==> config.mk <==
export PLATFORM = sky130hd
export DESIGN_NAME = cpu_fetch_execute_timing
export DESIGN_NICKNAME = d
export VERILOG_FILES = /design/src/hw/core_timing_pkg.sv /design/src/hw/fetch_link_if.sv /design/src/hw/fetch_queue.sv /design/src/hw/cpu_fetch_execute_timing.sv
export VERILOG_INCLUDE_DIRS = /design/src /design/src/hw
export SDC_FILE = /design/constraint.sdc
export NUM_CORES = 1
export LEC_CHECK = 0
export ABC_CLOCK_PERIOD_IN_PS = 10700
export BUFFER_PORTS_ARGS = -buffer_cell sky130_fd_sc_hd__buf_2
export CAP_MARGIN = 10
export CORE_MARGIN = 2
export CORE_UTILIZATION = 65
export DETAILED_ROUTE_END_ITERATION = 10
export PLACE_DENSITY = 0.86
export SLEW_MARGIN = 20
export SYNTH_ARGS = -nofsm -noshare
export SYNTH_HDL_FRONTEND = slang
export SYNTH_SLANG_ARGS = --single-unit
==> constraint.sdc <==
create_clock -name clk -period 10.7 [get_ports clk]
set_clock_uncertainty 0.05 [all_clocks]
set_input_delay 2.14 -clock clk [delete_from_list [all_inputs] [get_ports clk]]
set_output_delay 2.14 -clock clk [all_outputs]
set_load 0.1 [all_outputs]
==> src/hw/core_timing_params.svh <==
`ifndef CORE_TIMING_PARAMS_SVH
`define CORE_TIMING_PARAMS_SVH

// clock cycles per state
`define CLK_PER_STATE 2
// extra states for add, subtract and compare
`define ALU_PORT_EXTRA 4'h1
`define ALU_SFR_EXTRA 4'h2
// extra states for increment and decrement
`define INC_PORT_EXTRA 4'h2
`define INC_SFR_EXTRA 4'h3
// external operand base penalty, added to the wait count
`define EXT_BASE_EXTRA 6'h02
// code fetch figures
`define ONCHIP_BYTES_PER_STATE 5'h02
`define PAGE_STATES_PER_BYTE 5'h01
`define NONPAGE_STATES_PER_BYTE 5'h02
`define QUEUE_DEPTH 5'h08
// step field codes
`define STEP_ONE 2'h0
`define STEP_TWO 2'h1
`define STEP_FOUR 2'h2
`define STEP_RSVD 2'h3

`endif

==> src/hw/core_timing_pkg.sv <==
package core_timing_pkg;

    typedef enum logic [2:0] {op_add, op_add_with_carry_op, op_sub, op_subtract_with_borrow_op, op_cmp, op_inc, op_dec} op_t;
    typedef enum logic [1:0] {loc_onchip, loc_port, loc_sfr, loc_ext} loc_t;
    typedef enum logic [1:0] {w_byte, w_word, w_dword} width_t;
    typedef enum logic [1:0] {ext_none, ext_zero, ext_one} imm_ext_t;

endpackage : core_timing_pkg

==> src/hw/fetch_link_if.sv <==
`timescale 1ns/100ps
interface fetch_link_if;
    logic state_tick;
    logic code_external;
    logic page_mode;
    logic [3:0] wait_states;
    logic consume;
    logic [2:0] consume_len;
    logic [4:0] bytes_avail;

    modport core (output state_tick, output code_external, output page_mode,
        output wait_states, output consume, output consume_len, input bytes_avail);
    modport fetch (input state_tick, input code_external, input page_mode,
        input wait_states, input consume, input consume_len, output bytes_avail);
endinterface : fetch_link_if

==> src/hw/fetch_queue.sv <==
`timescale 1ns/100ps
`include "core_timing_params.svh"
module fetch_queue (
    input wire logic clk,
    input wire logic rstn,
    fetch_link_if.fetch link
);

    logic [4:0] count_reg;
    logic [4:0] count_next;
    logic [4:0] timer_reg;
    logic [4:0] cost;
    logic [4:0] add;
    logic [5:0] sum;

    ////////////////////////////////////////////////////////////////////////
    // byte cost of one external fetch in states
    always_comb
    begin
        if (link.page_mode)
            cost = 5'(`PAGE_STATES_PER_BYTE * ({1'b0, link.wait_states} + 5'h01));
        else
            cost = 5'(`NONPAGE_STATES_PER_BYTE * ({1'b0, link.wait_states} + 5'h01));
    end

    always_comb
    begin
        add = 5'h00;
        if (link.state_tick)
        begin
            if (!link.code_external)
                add = `ONCHIP_BYTES_PER_STATE;
            else if (timer_reg + 5'h01 >= cost)
                add = 5'h01;
        end
        sum = {1'b0, count_reg} + {1'b0, add};
        if (link.consume)
            sum = sum - {3'h0, link.consume_len};
        if (sum > {1'b0, `QUEUE_DEPTH})
            count_next = `QUEUE_DEPTH;
        else
            count_next = sum[4:0];
    end

    ////////////////////////////////////////////////////////////////////////
    // prefetch runs alongside execution
    always_ff @(posedge clk or negedge rstn)
    begin
        if (!rstn)
            count_reg <= 5'h00;
        else
            count_reg <= count_next;
    end

    always_ff @(posedge clk or negedge rstn)
    begin
        if (!rstn)
            timer_reg <= 5'h00;
        else if (!link.code_external || count_reg >= `QUEUE_DEPTH)
            timer_reg <= 5'h00;
        else if (link.state_tick)
            timer_reg <= (timer_reg + 5'h01 >= cost) ? 5'h00 : timer_reg + 5'h01;
    end

    assign link.bytes_avail = count_reg;

endmodule : fetch_queue

==> src/hw/cpu_fetch_execute_timing.sv <==
// Summary of operation
// - a state lasts exactly two clock cycles
// - fetch and execute run concurrently; either can limit throughput
// - on-chip code fetch delivers 16 bits per state, never limiting instructions of up to two bytes
// - external code is buffered ahead in a prefetch queue
// - page mode fetch costs one state per byte
// - non-page mode fetch costs two states per byte
// - instruction time is the larger of execution and fetch limit
// - add, subtract, compare: port plus 1, peripheral register plus 2
// - increment, decrement direct: port plus 2, peripheral plus 3
// - external operand adds N+2 states
// - doubled external variants add 2(N+2) states
// - three-byte increment and decrement step by 1, 2 or 4
// - accumulator increment adds one in one state
// - compare computes destination minus source
// - dword compare with zero- or one-extended 16-bit immediate
// - accumulator add takes register, direct, indirect or immediate source
// - add with carry and subtract with borrow include the carry flag
// - step code 00 one, 01 two, 10 four, 11 reserved
`timescale 1ns/100ps
`include "core_timing_params.svh"
module cpu_fetch_execute_timing
    import core_timing_pkg::*;
(
    input wire logic clk,
    input wire logic rstn,
    input wire logic code_external,
    input wire logic page_mode,
    input wire logic [3:0] wait_states,
    input wire logic instr_valid,
    input wire op_t instr_op,
    input wire width_t instr_width,
    input wire loc_t instr_loc,
    input wire logic instr_double_ext,
    input wire logic [2:0] instr_len,
    input wire logic [3:0] instr_base_states,
    input wire logic [1:0] instr_step,
    input wire imm_ext_t instr_imm_ext,
    input wire logic [31:0] dest_data,
    input wire logic [31:0] src_data,
    input wire logic carry_in,
    output logic instr_ready,
    output logic done,
    output logic result_write,
    output logic [31:0] result,
    output logic carry_out,
    output logic zero_out,
    output logic neg_out,
    output logic step_err,
    output logic [5:0] states_used
);

    typedef enum logic [1:0] {st_idle, st_wait_fetch, st_exec} exec_state_t;

    fetch_link_if link();

    exec_state_t st_reg;
    logic phase_reg;
    logic tick;
    op_t op_reg;
    width_t width_reg;
    logic [2:0] len_reg;
    logic [1:0] step_reg;
    logic [31:0] dst_reg;
    logic [31:0] src_reg;
    logic carry_reg;
    logic [5:0] total_reg;
    logic [5:0] total_next;
    logic [5:0] cnt_reg;
    logic [5:0] used_reg;
    logic [3:0] extra;
    logic [5:0] ext_extra;
    logic [31:0] src_eff;
    logic [31:0] step_val;
    logic [32:0] raw;
    logic [31:0] mask;
    logic [31:0] res_next;
    logic cy_next;
    logic neg_next;
    logic accept;
    logic start;
    logic finish;

    logic instr_ready_reg;
    logic done_reg;
    logic result_write_reg;
    logic [31:0] result_reg;
    logic carry_reg_out;
    logic zero_reg;
    logic neg_reg;
    logic step_err_reg;

    fetch_queue u_fetch (
        .clk(clk),
        .rstn(rstn),
        .link(link)
    );

    ////////////////////////////////////////////////////////////////////////
    // state timing: one tick every two clocks
    always_ff @(posedge clk or negedge rstn)
    begin
        if (!rstn)
            phase_reg <= 1'b0;
        else
            phase_reg <= ~phase_reg;
    end

    assign tick = phase_reg;
    assign link.state_tick = tick;
    assign link.code_external = code_external;
    assign link.page_mode = page_mode;
    assign link.wait_states = wait_states;
    assign link.consume = start;
    assign link.consume_len = len_reg;

    ////////////////////////////////////////////////////////////////////////
    // extra states for operand location
    always_comb
    begin
        extra = 4'h0;
        if (instr_op == op_inc || instr_op == op_dec)
        begin
            if (instr_loc == loc_port)
                extra = `INC_PORT_EXTRA;
            else if (instr_loc == loc_sfr)
                extra = `INC_SFR_EXTRA;
        end
        else
        begin
            if (instr_loc == loc_port)
                extra = `ALU_PORT_EXTRA;
            else if (instr_loc == loc_sfr)
                extra = `ALU_SFR_EXTRA;
        end
        ext_extra = 6'h00;
        if (instr_loc == loc_ext)
        begin
            ext_extra = {2'h0, wait_states} + `EXT_BASE_EXTRA;
            if (instr_double_ext)
                ext_extra = 6'(ext_extra << 1);
        end
        total_next = {2'h0, instr_base_states} + {2'h0, extra} + ext_extra;
        if (total_next == 6'h00)
            total_next = 6'h01;
    end

    assign accept = instr_valid && instr_ready_reg;
    assign start = (st_reg == st_wait_fetch) && tick
        && (link.bytes_avail >= {2'h0, len_reg});
    assign finish = (start && total_reg == 6'h01)
        || ((st_reg == st_exec) && tick && (cnt_reg == 6'h02));

    ////////////////////////////////////////////////////////////////////////
    // execution sequencer
    always_ff @(posedge clk or negedge rstn)
    begin
        if (!rstn)
            st_reg <= st_idle;
        else
        begin
            case (st_reg)
                st_idle:
                    if (accept)
                        st_reg <= st_wait_fetch;
                st_wait_fetch:
                    if (finish)
                        st_reg <= st_idle;
                    else if (start)
                        st_reg <= st_exec;
                st_exec:
                    if (finish)
                        st_reg <= st_idle;
                default:
                    st_reg <= st_idle;
            endcase
        end
    end

    always_ff @(posedge clk or negedge rstn)
    begin
        if (!rstn)
        begin
            op_reg <= op_add;
            width_reg <= w_byte;
            len_reg <= 3'h0;
            step_reg <= 2'h0;
            dst_reg <= 32'h0000_0000;
            src_reg <= 32'h0000_0000;
            carry_reg <= 1'b0;
            total_reg <= 6'h00;
        end
        else if (accept)
        begin
            op_reg <= instr_op;
            width_reg <= instr_width;
            len_reg <= instr_len;
            step_reg <= instr_step;
            dst_reg <= dest_data;
            carry_reg <= carry_in;
            total_reg <= total_next;
            case (instr_imm_ext)
                ext_zero: src_reg <= {16'h0000, src_data[15:0]};
                ext_one: src_reg <= {16'hffff, src_data[15:0]};
                default: src_reg <= src_data;
            endcase
        end
    end

    // execution counts states from start; time spent waiting on fetch is not included
    always_ff @(posedge clk or negedge rstn)
    begin
        if (!rstn)
            cnt_reg <= 6'h00;
        else if (start)
            cnt_reg <= total_reg;
        else if (st_reg == st_exec && tick)
            cnt_reg <= cnt_reg - 6'h01;
    end

    always_ff @(posedge clk or negedge rstn)
    begin
        if (!rstn)
            used_reg <= 6'h00;
        else if (accept)
            used_reg <= 6'h00;
        else if (st_reg != st_idle && tick && used_reg != 6'h3f)
            used_reg <= used_reg + 6'h01;
    end

    ////////////////////////////////////////////////////////////////////////
    // arithmetic
    always_comb
    begin
        case (step_reg)
            `STEP_TWO: step_val = 32'h0000_0002;
            `STEP_FOUR: step_val = 32'h0000_0004;
            default: step_val = 32'h0000_0001;
        endcase
        case (width_reg)
            w_word: mask = 32'h0000_ffff;
            w_dword: mask = 32'hffff_ffff;
            default: mask = 32'h0000_00ff;
        endcase
        src_eff = src_reg & mask;
        case (op_reg)
            op_add: raw = {1'b0, dst_reg & mask} + {1'b0, src_eff};
            op_add_with_carry_op: raw = {1'b0, dst_reg & mask} + {1'b0, src_eff} + {32'h0, carry_reg};
            op_subtract_with_borrow_op: raw = {1'b0, dst_reg & mask} - {1'b0, src_eff} - {32'h0, carry_reg};
            op_inc: raw = {1'b0, dst_reg & mask} + {1'b0, step_val};
            op_dec: raw = {1'b0, dst_reg & mask} - {1'b0, step_val};
            default: raw = {1'b0, dst_reg & mask} - {1'b0, src_eff};
        endcase
        res_next = raw[31:0] & mask;
        case (width_reg)
            w_word:
            begin
                cy_next = raw[16];
                neg_next = raw[15];
            end
            w_dword:
            begin
                cy_next = raw[32];
                neg_next = raw[31];
            end
            default:
            begin
                cy_next = raw[8];
                neg_next = raw[7];
            end
        endcase
    end

    ////////////////////////////////////////////////////////////////////////
    // output registers
    always_ff @(posedge clk or negedge rstn)
    begin
        if (!rstn)
            instr_ready_reg <= 1'b1;
        else if (accept)
            instr_ready_reg <= 1'b0;
        else if (finish)
            instr_ready_reg <= 1'b1;
    end

    always_ff @(posedge clk or negedge rstn)
    begin
        if (!rstn)
        begin
            done_reg <= 1'b0;
            result_write_reg <= 1'b0;
        end
        else
        begin
            done_reg <= finish;
            result_write_reg <= finish && (op_reg != op_cmp);
        end
    end

    always_ff @(posedge clk or negedge rstn)
    begin
        if (!rstn)
        begin
            result_reg <= 32'h0000_0000;
            carry_reg_out <= 1'b0;
            zero_reg <= 1'b0;
            neg_reg <= 1'b0;
            step_err_reg <= 1'b0;
        end
        else if (finish)
        begin
            result_reg <= (op_reg == op_cmp) ? dst_reg : res_next;
            carry_reg_out <= cy_next;
            zero_reg <= (res_next == 32'h0000_0000);
            neg_reg <= neg_next;
            step_err_reg <= (op_reg == op_inc || op_reg == op_dec)
                && (step_reg == `STEP_RSVD);
        end
    end

    always_ff @(posedge clk or negedge rstn)
    begin
        if (!rstn)
            states_used <= 6'h00;
        else if (finish)
            states_used <= used_reg + 6'h01;
    end

    assign instr_ready = instr_ready_reg;
    assign done = done_reg;
    assign result_write = result_write_reg;
    assign result = result_reg;
    assign carry_out = carry_reg_out;
    assign zero_out = zero_reg;
    assign neg_out = neg_reg;
    assign step_err = step_err_reg;
endmodule : cpu_fetch_execute_timing

==> out/qor.csv <==
stage,metric,value,unit
global_route,vias in the first global route,17206,
timing,RSZ-0062 raised after global routing,no,
worst_hold_path,Hold Path Class,register to register,
logic_synthesis,Async SR Flop Fraction,100,%
power,Worst VDD drop,109,uV
setup_path,critical path endpoint category,register,
logic_synthesis,synthesis warning total,0,
logic_synthesis,post-synth top area share,22.4,%
final_layout,# nets final,2571,
power,Power Total,1.30,mW
timing,fmax,148,MHz
timing,endpoints failing hold,0,
final_layout,share of cells above drive strength 1,10.3,%
timing,Slew @ Worst Pin,1.07,ns
placement,routability cong.,1.08,
final_layout,"commonest cells after routing, fill and taps aside","nand2_1 (373), o21ai_0 (187), a21oi_1 (184), nor2_1 (180), dfrtp_1 (150)",
final_layout,"commonest non-fill, non-tap cell in the layout",nand2_1,
logic_synthesis,number of synthesized register bits,151,
global_route,pin count of the biggest net entering global routing,90,
setup_path,Top delay family on crit path,simple AND/OR/NAND/NOR gates,
global_route,initial antenna violation count,0,
global_route,first-pass GRT wire length,91600,um
timing,Final Max Slew Viols,0,
timing,Final Cycle Share,63.3,%
floorplan,core box area,25300,sq um
setup_path,crit path launch type,register,
setup_path,worst setup path category,register to register,
timing,Slew headroom,28.1,%
logic_synthesis,sequential area share after synthesis,22.6,%
logic_synthesis,syn nets,2513,
floorplan,die width,165,um
logic_synthesis,largest area contributor in the netlist,dfrtp_1,
floorplan,# rows,58,
setup_path,worst-path maximum fanout,42,
placement,IO Port Bufs,137,
floorplan,overall die area,27100,sq um
routing,DR DRC count,0,
global_route,GRT Residual Overflow,0,
final_layout,diodes inserted,0,
routing,TritonRoute pass-1 iters,8,
power,Leakage,8.77,nW
outcome,status,"finished, final reports clean",
placement,HPWL Detailed,44200,um
timing,setup violators final,0,
clock_tree,Clock Sink Count,151,
logic_synthesis,Post-Synthesis Cells,2285,
routing,via count,18529,
job,Max-Cap Viols,0,
floorplan,Die H,165,um
timing,Final Critical Period,6.77,ns
routing,drt wl/cell,21.9,um
timing,TNS Setup,0,ns
logic_synthesis,mean post-synth cell area,7.33,sq um
timing,WHS,0.436,ns
power,Cell Pwr Density,71.6,nW/um^2
logic_synthesis,Post-synth EDFFs,0,
setup_path,CP max stage delay,0.66,ns
clock_tree,CTS tree,built,
logic_synthesis,Synth Flop Type,dfrtp_1,
setup_path,reg2reg start,width_reg[0]$_DFFE_PN0P_,
setup_path,Slowest cell on crit path,nor4b_1,
setup_path,CP Cell Sequence,"inv_1, ha_1, buf_4, clkinv_1, nand2_1, ha_1, or4_1, nor4b_1, nand3_1, a21oi_1, or4_1, a22oi_1, and4_1, and3_1, o31ai_1, a21oi_1, o211ai_1, o21ai_0, and4b_1, a32o_1",
routing,Post-Route WL,58900,um
routing,DR vias/cell,6.90,
worst_hold_path,Hold Crit Start,src_reg[24]$_DFFE_PN0P_,
floorplan,num ports,138,
setup_path,Worst EP arrival,7.12,ns
logic_synthesis,synth unique cells,95,
clock_tree,total CTS buffers,17,
clock_tree,# hold bufs at CTS,0,
logic_synthesis,synthesized cell area,16800,sq um
floorplan,Initial Utilization,66.4,%
setup_path,worst setup path startpoint,width_reg[0]$_DFFE_PN0P_,
clock_tree,"Reg clk slew, reported paths",0.09,ns
setup_path,worst path bufs/invs,3,
routing,Starting DRT DRC Count,2741,
clock_tree,clk root buf,clkbuf_16,
logic_synthesis,largest cells by area after synthesis,"dfrtp_1 (22%), ha_1 (9.5%), nand2_1 (8.4%)",
global_route,total track usage,43.1,%
clock_tree,Skew-Pair Late Insertion Delay,0.46,ns
routing,ANT nets after route,0,
final_layout,area growth from synthesis to layout,8.61,%
clock_tree,number of post-CTS setup repair buffers,0,
clock_tree,CTS resizes,0,
setup_path,"Req. time, crit path",11.05,ns
clock_tree,H-tree Lvls,4,
clock_tree,Max Buffers Root-to-Sink,2,
[logic make-up (layout without fill, tap and decap cells)]
logic type,Yosys count,in the layout,synth area share (%)
other,1,1,0.0224
XOR/XNOR,116,116,6.06
AO/OA/AOI/OAI,700,700,27.3
adder cells (fa/ha/maj),136,136,10.5
AND/OR/NAND/NOR,928,928,26.5
flip-flops,151,151,22.6
buffers and inverters,219,290,5.02
multiplexers,34,34,2.06
[stage by stage]
stage / instance area, sq um / std cells / util [%] / worst slack, ns
after floorplan: 16800 / 2285 / - / 4.86
after global placement: 17600 / 2654 / 69.6 / 4.28
after detailed placement: 17600 / 2654 / 69.6 / 4.11
after CTS: 18200 / 2686 / 72.1 / 4.24
after global routing: 18200 / 2686 / 72.1 / 3.67
final: 18200 / 2686 / 72.1 / 3.93
[layer usage]
metal  track usage [%]  wire length (um)  vias up
met3              11.7              8060      221
li1                  -                 -     8382
met1              58.5             23300     8649
met2              65.3             25000     1277
met5                 0                 0        -
met4              16.9              2520        0
[worst reg2reg max path: cells and delay by family (launching register included)]
kind                     cells  cell delay, ns
flip-flops                   1            0.36
adder cells (fa/ha/maj)      2            0.71
buffers and inverters        3            1.14
AO/OA/AOI/OAI                7            1.76
AND/OR/NAND/NOR              8            2.72
[cell type report]
class / instances / area, sq um
repair buffers: 157 / 846
fillers: 2079 / 7050
clock buffers: 17 / 425
flip-flops and latches: 151 / 3780
multi-input cells: 1915 / 12200
well taps: 330 / 413
inverters: 101 / 379
clock inverters: 15 / 186
[path summary, 6_finish.rpt]
kind,to,slack (ns),depth (start not counted)
min in group asynchronous,src_reg[6]$_DFFE_PN0P_,1.66,1
max,zero_out$_DFFE_PN0P_,3.93,20
max in group asynchronous,link.state_tick$_DFF_PN0_,7.75,2
min reg2reg,src_reg[24]$_DFFE_PN0P_,0.44,2
min,src_reg[24]$_DFFE_PN0P_,0.44,2
max reg2reg,zero_out$_DFFE_PN0P_,3.93,20
[where the power goes]
| part | switching, mW | total, mW | internal (mW) |
|---|---|---|---|
| combinational | 0.0386 | 0.0661 | 0.0274 |
| clock | 0.346 | 0.667 | 0.321 |
| sequential | 0.000504 | 0.571 | 0.570 |
| total | 0.385 | 1.30 | 0.919 |
[synthesized netlist by cell type, drive strengths merged (24+ instances only)]
master  count
ha        127
a21oi     185
xor2       39
nand2b     27
a211oi     26
o21ai     193
nand2     374
nor2      181
nor4       38
clkbuf    102
a21o       33
a31oi      25
nand3      49
mux2i      30
o31ai      24
o21a       24
and2       32
nor2b      41
xnor2      77
inv        97
dfrtp     150
nor3       59
Power figures use the tool's default switching activity.
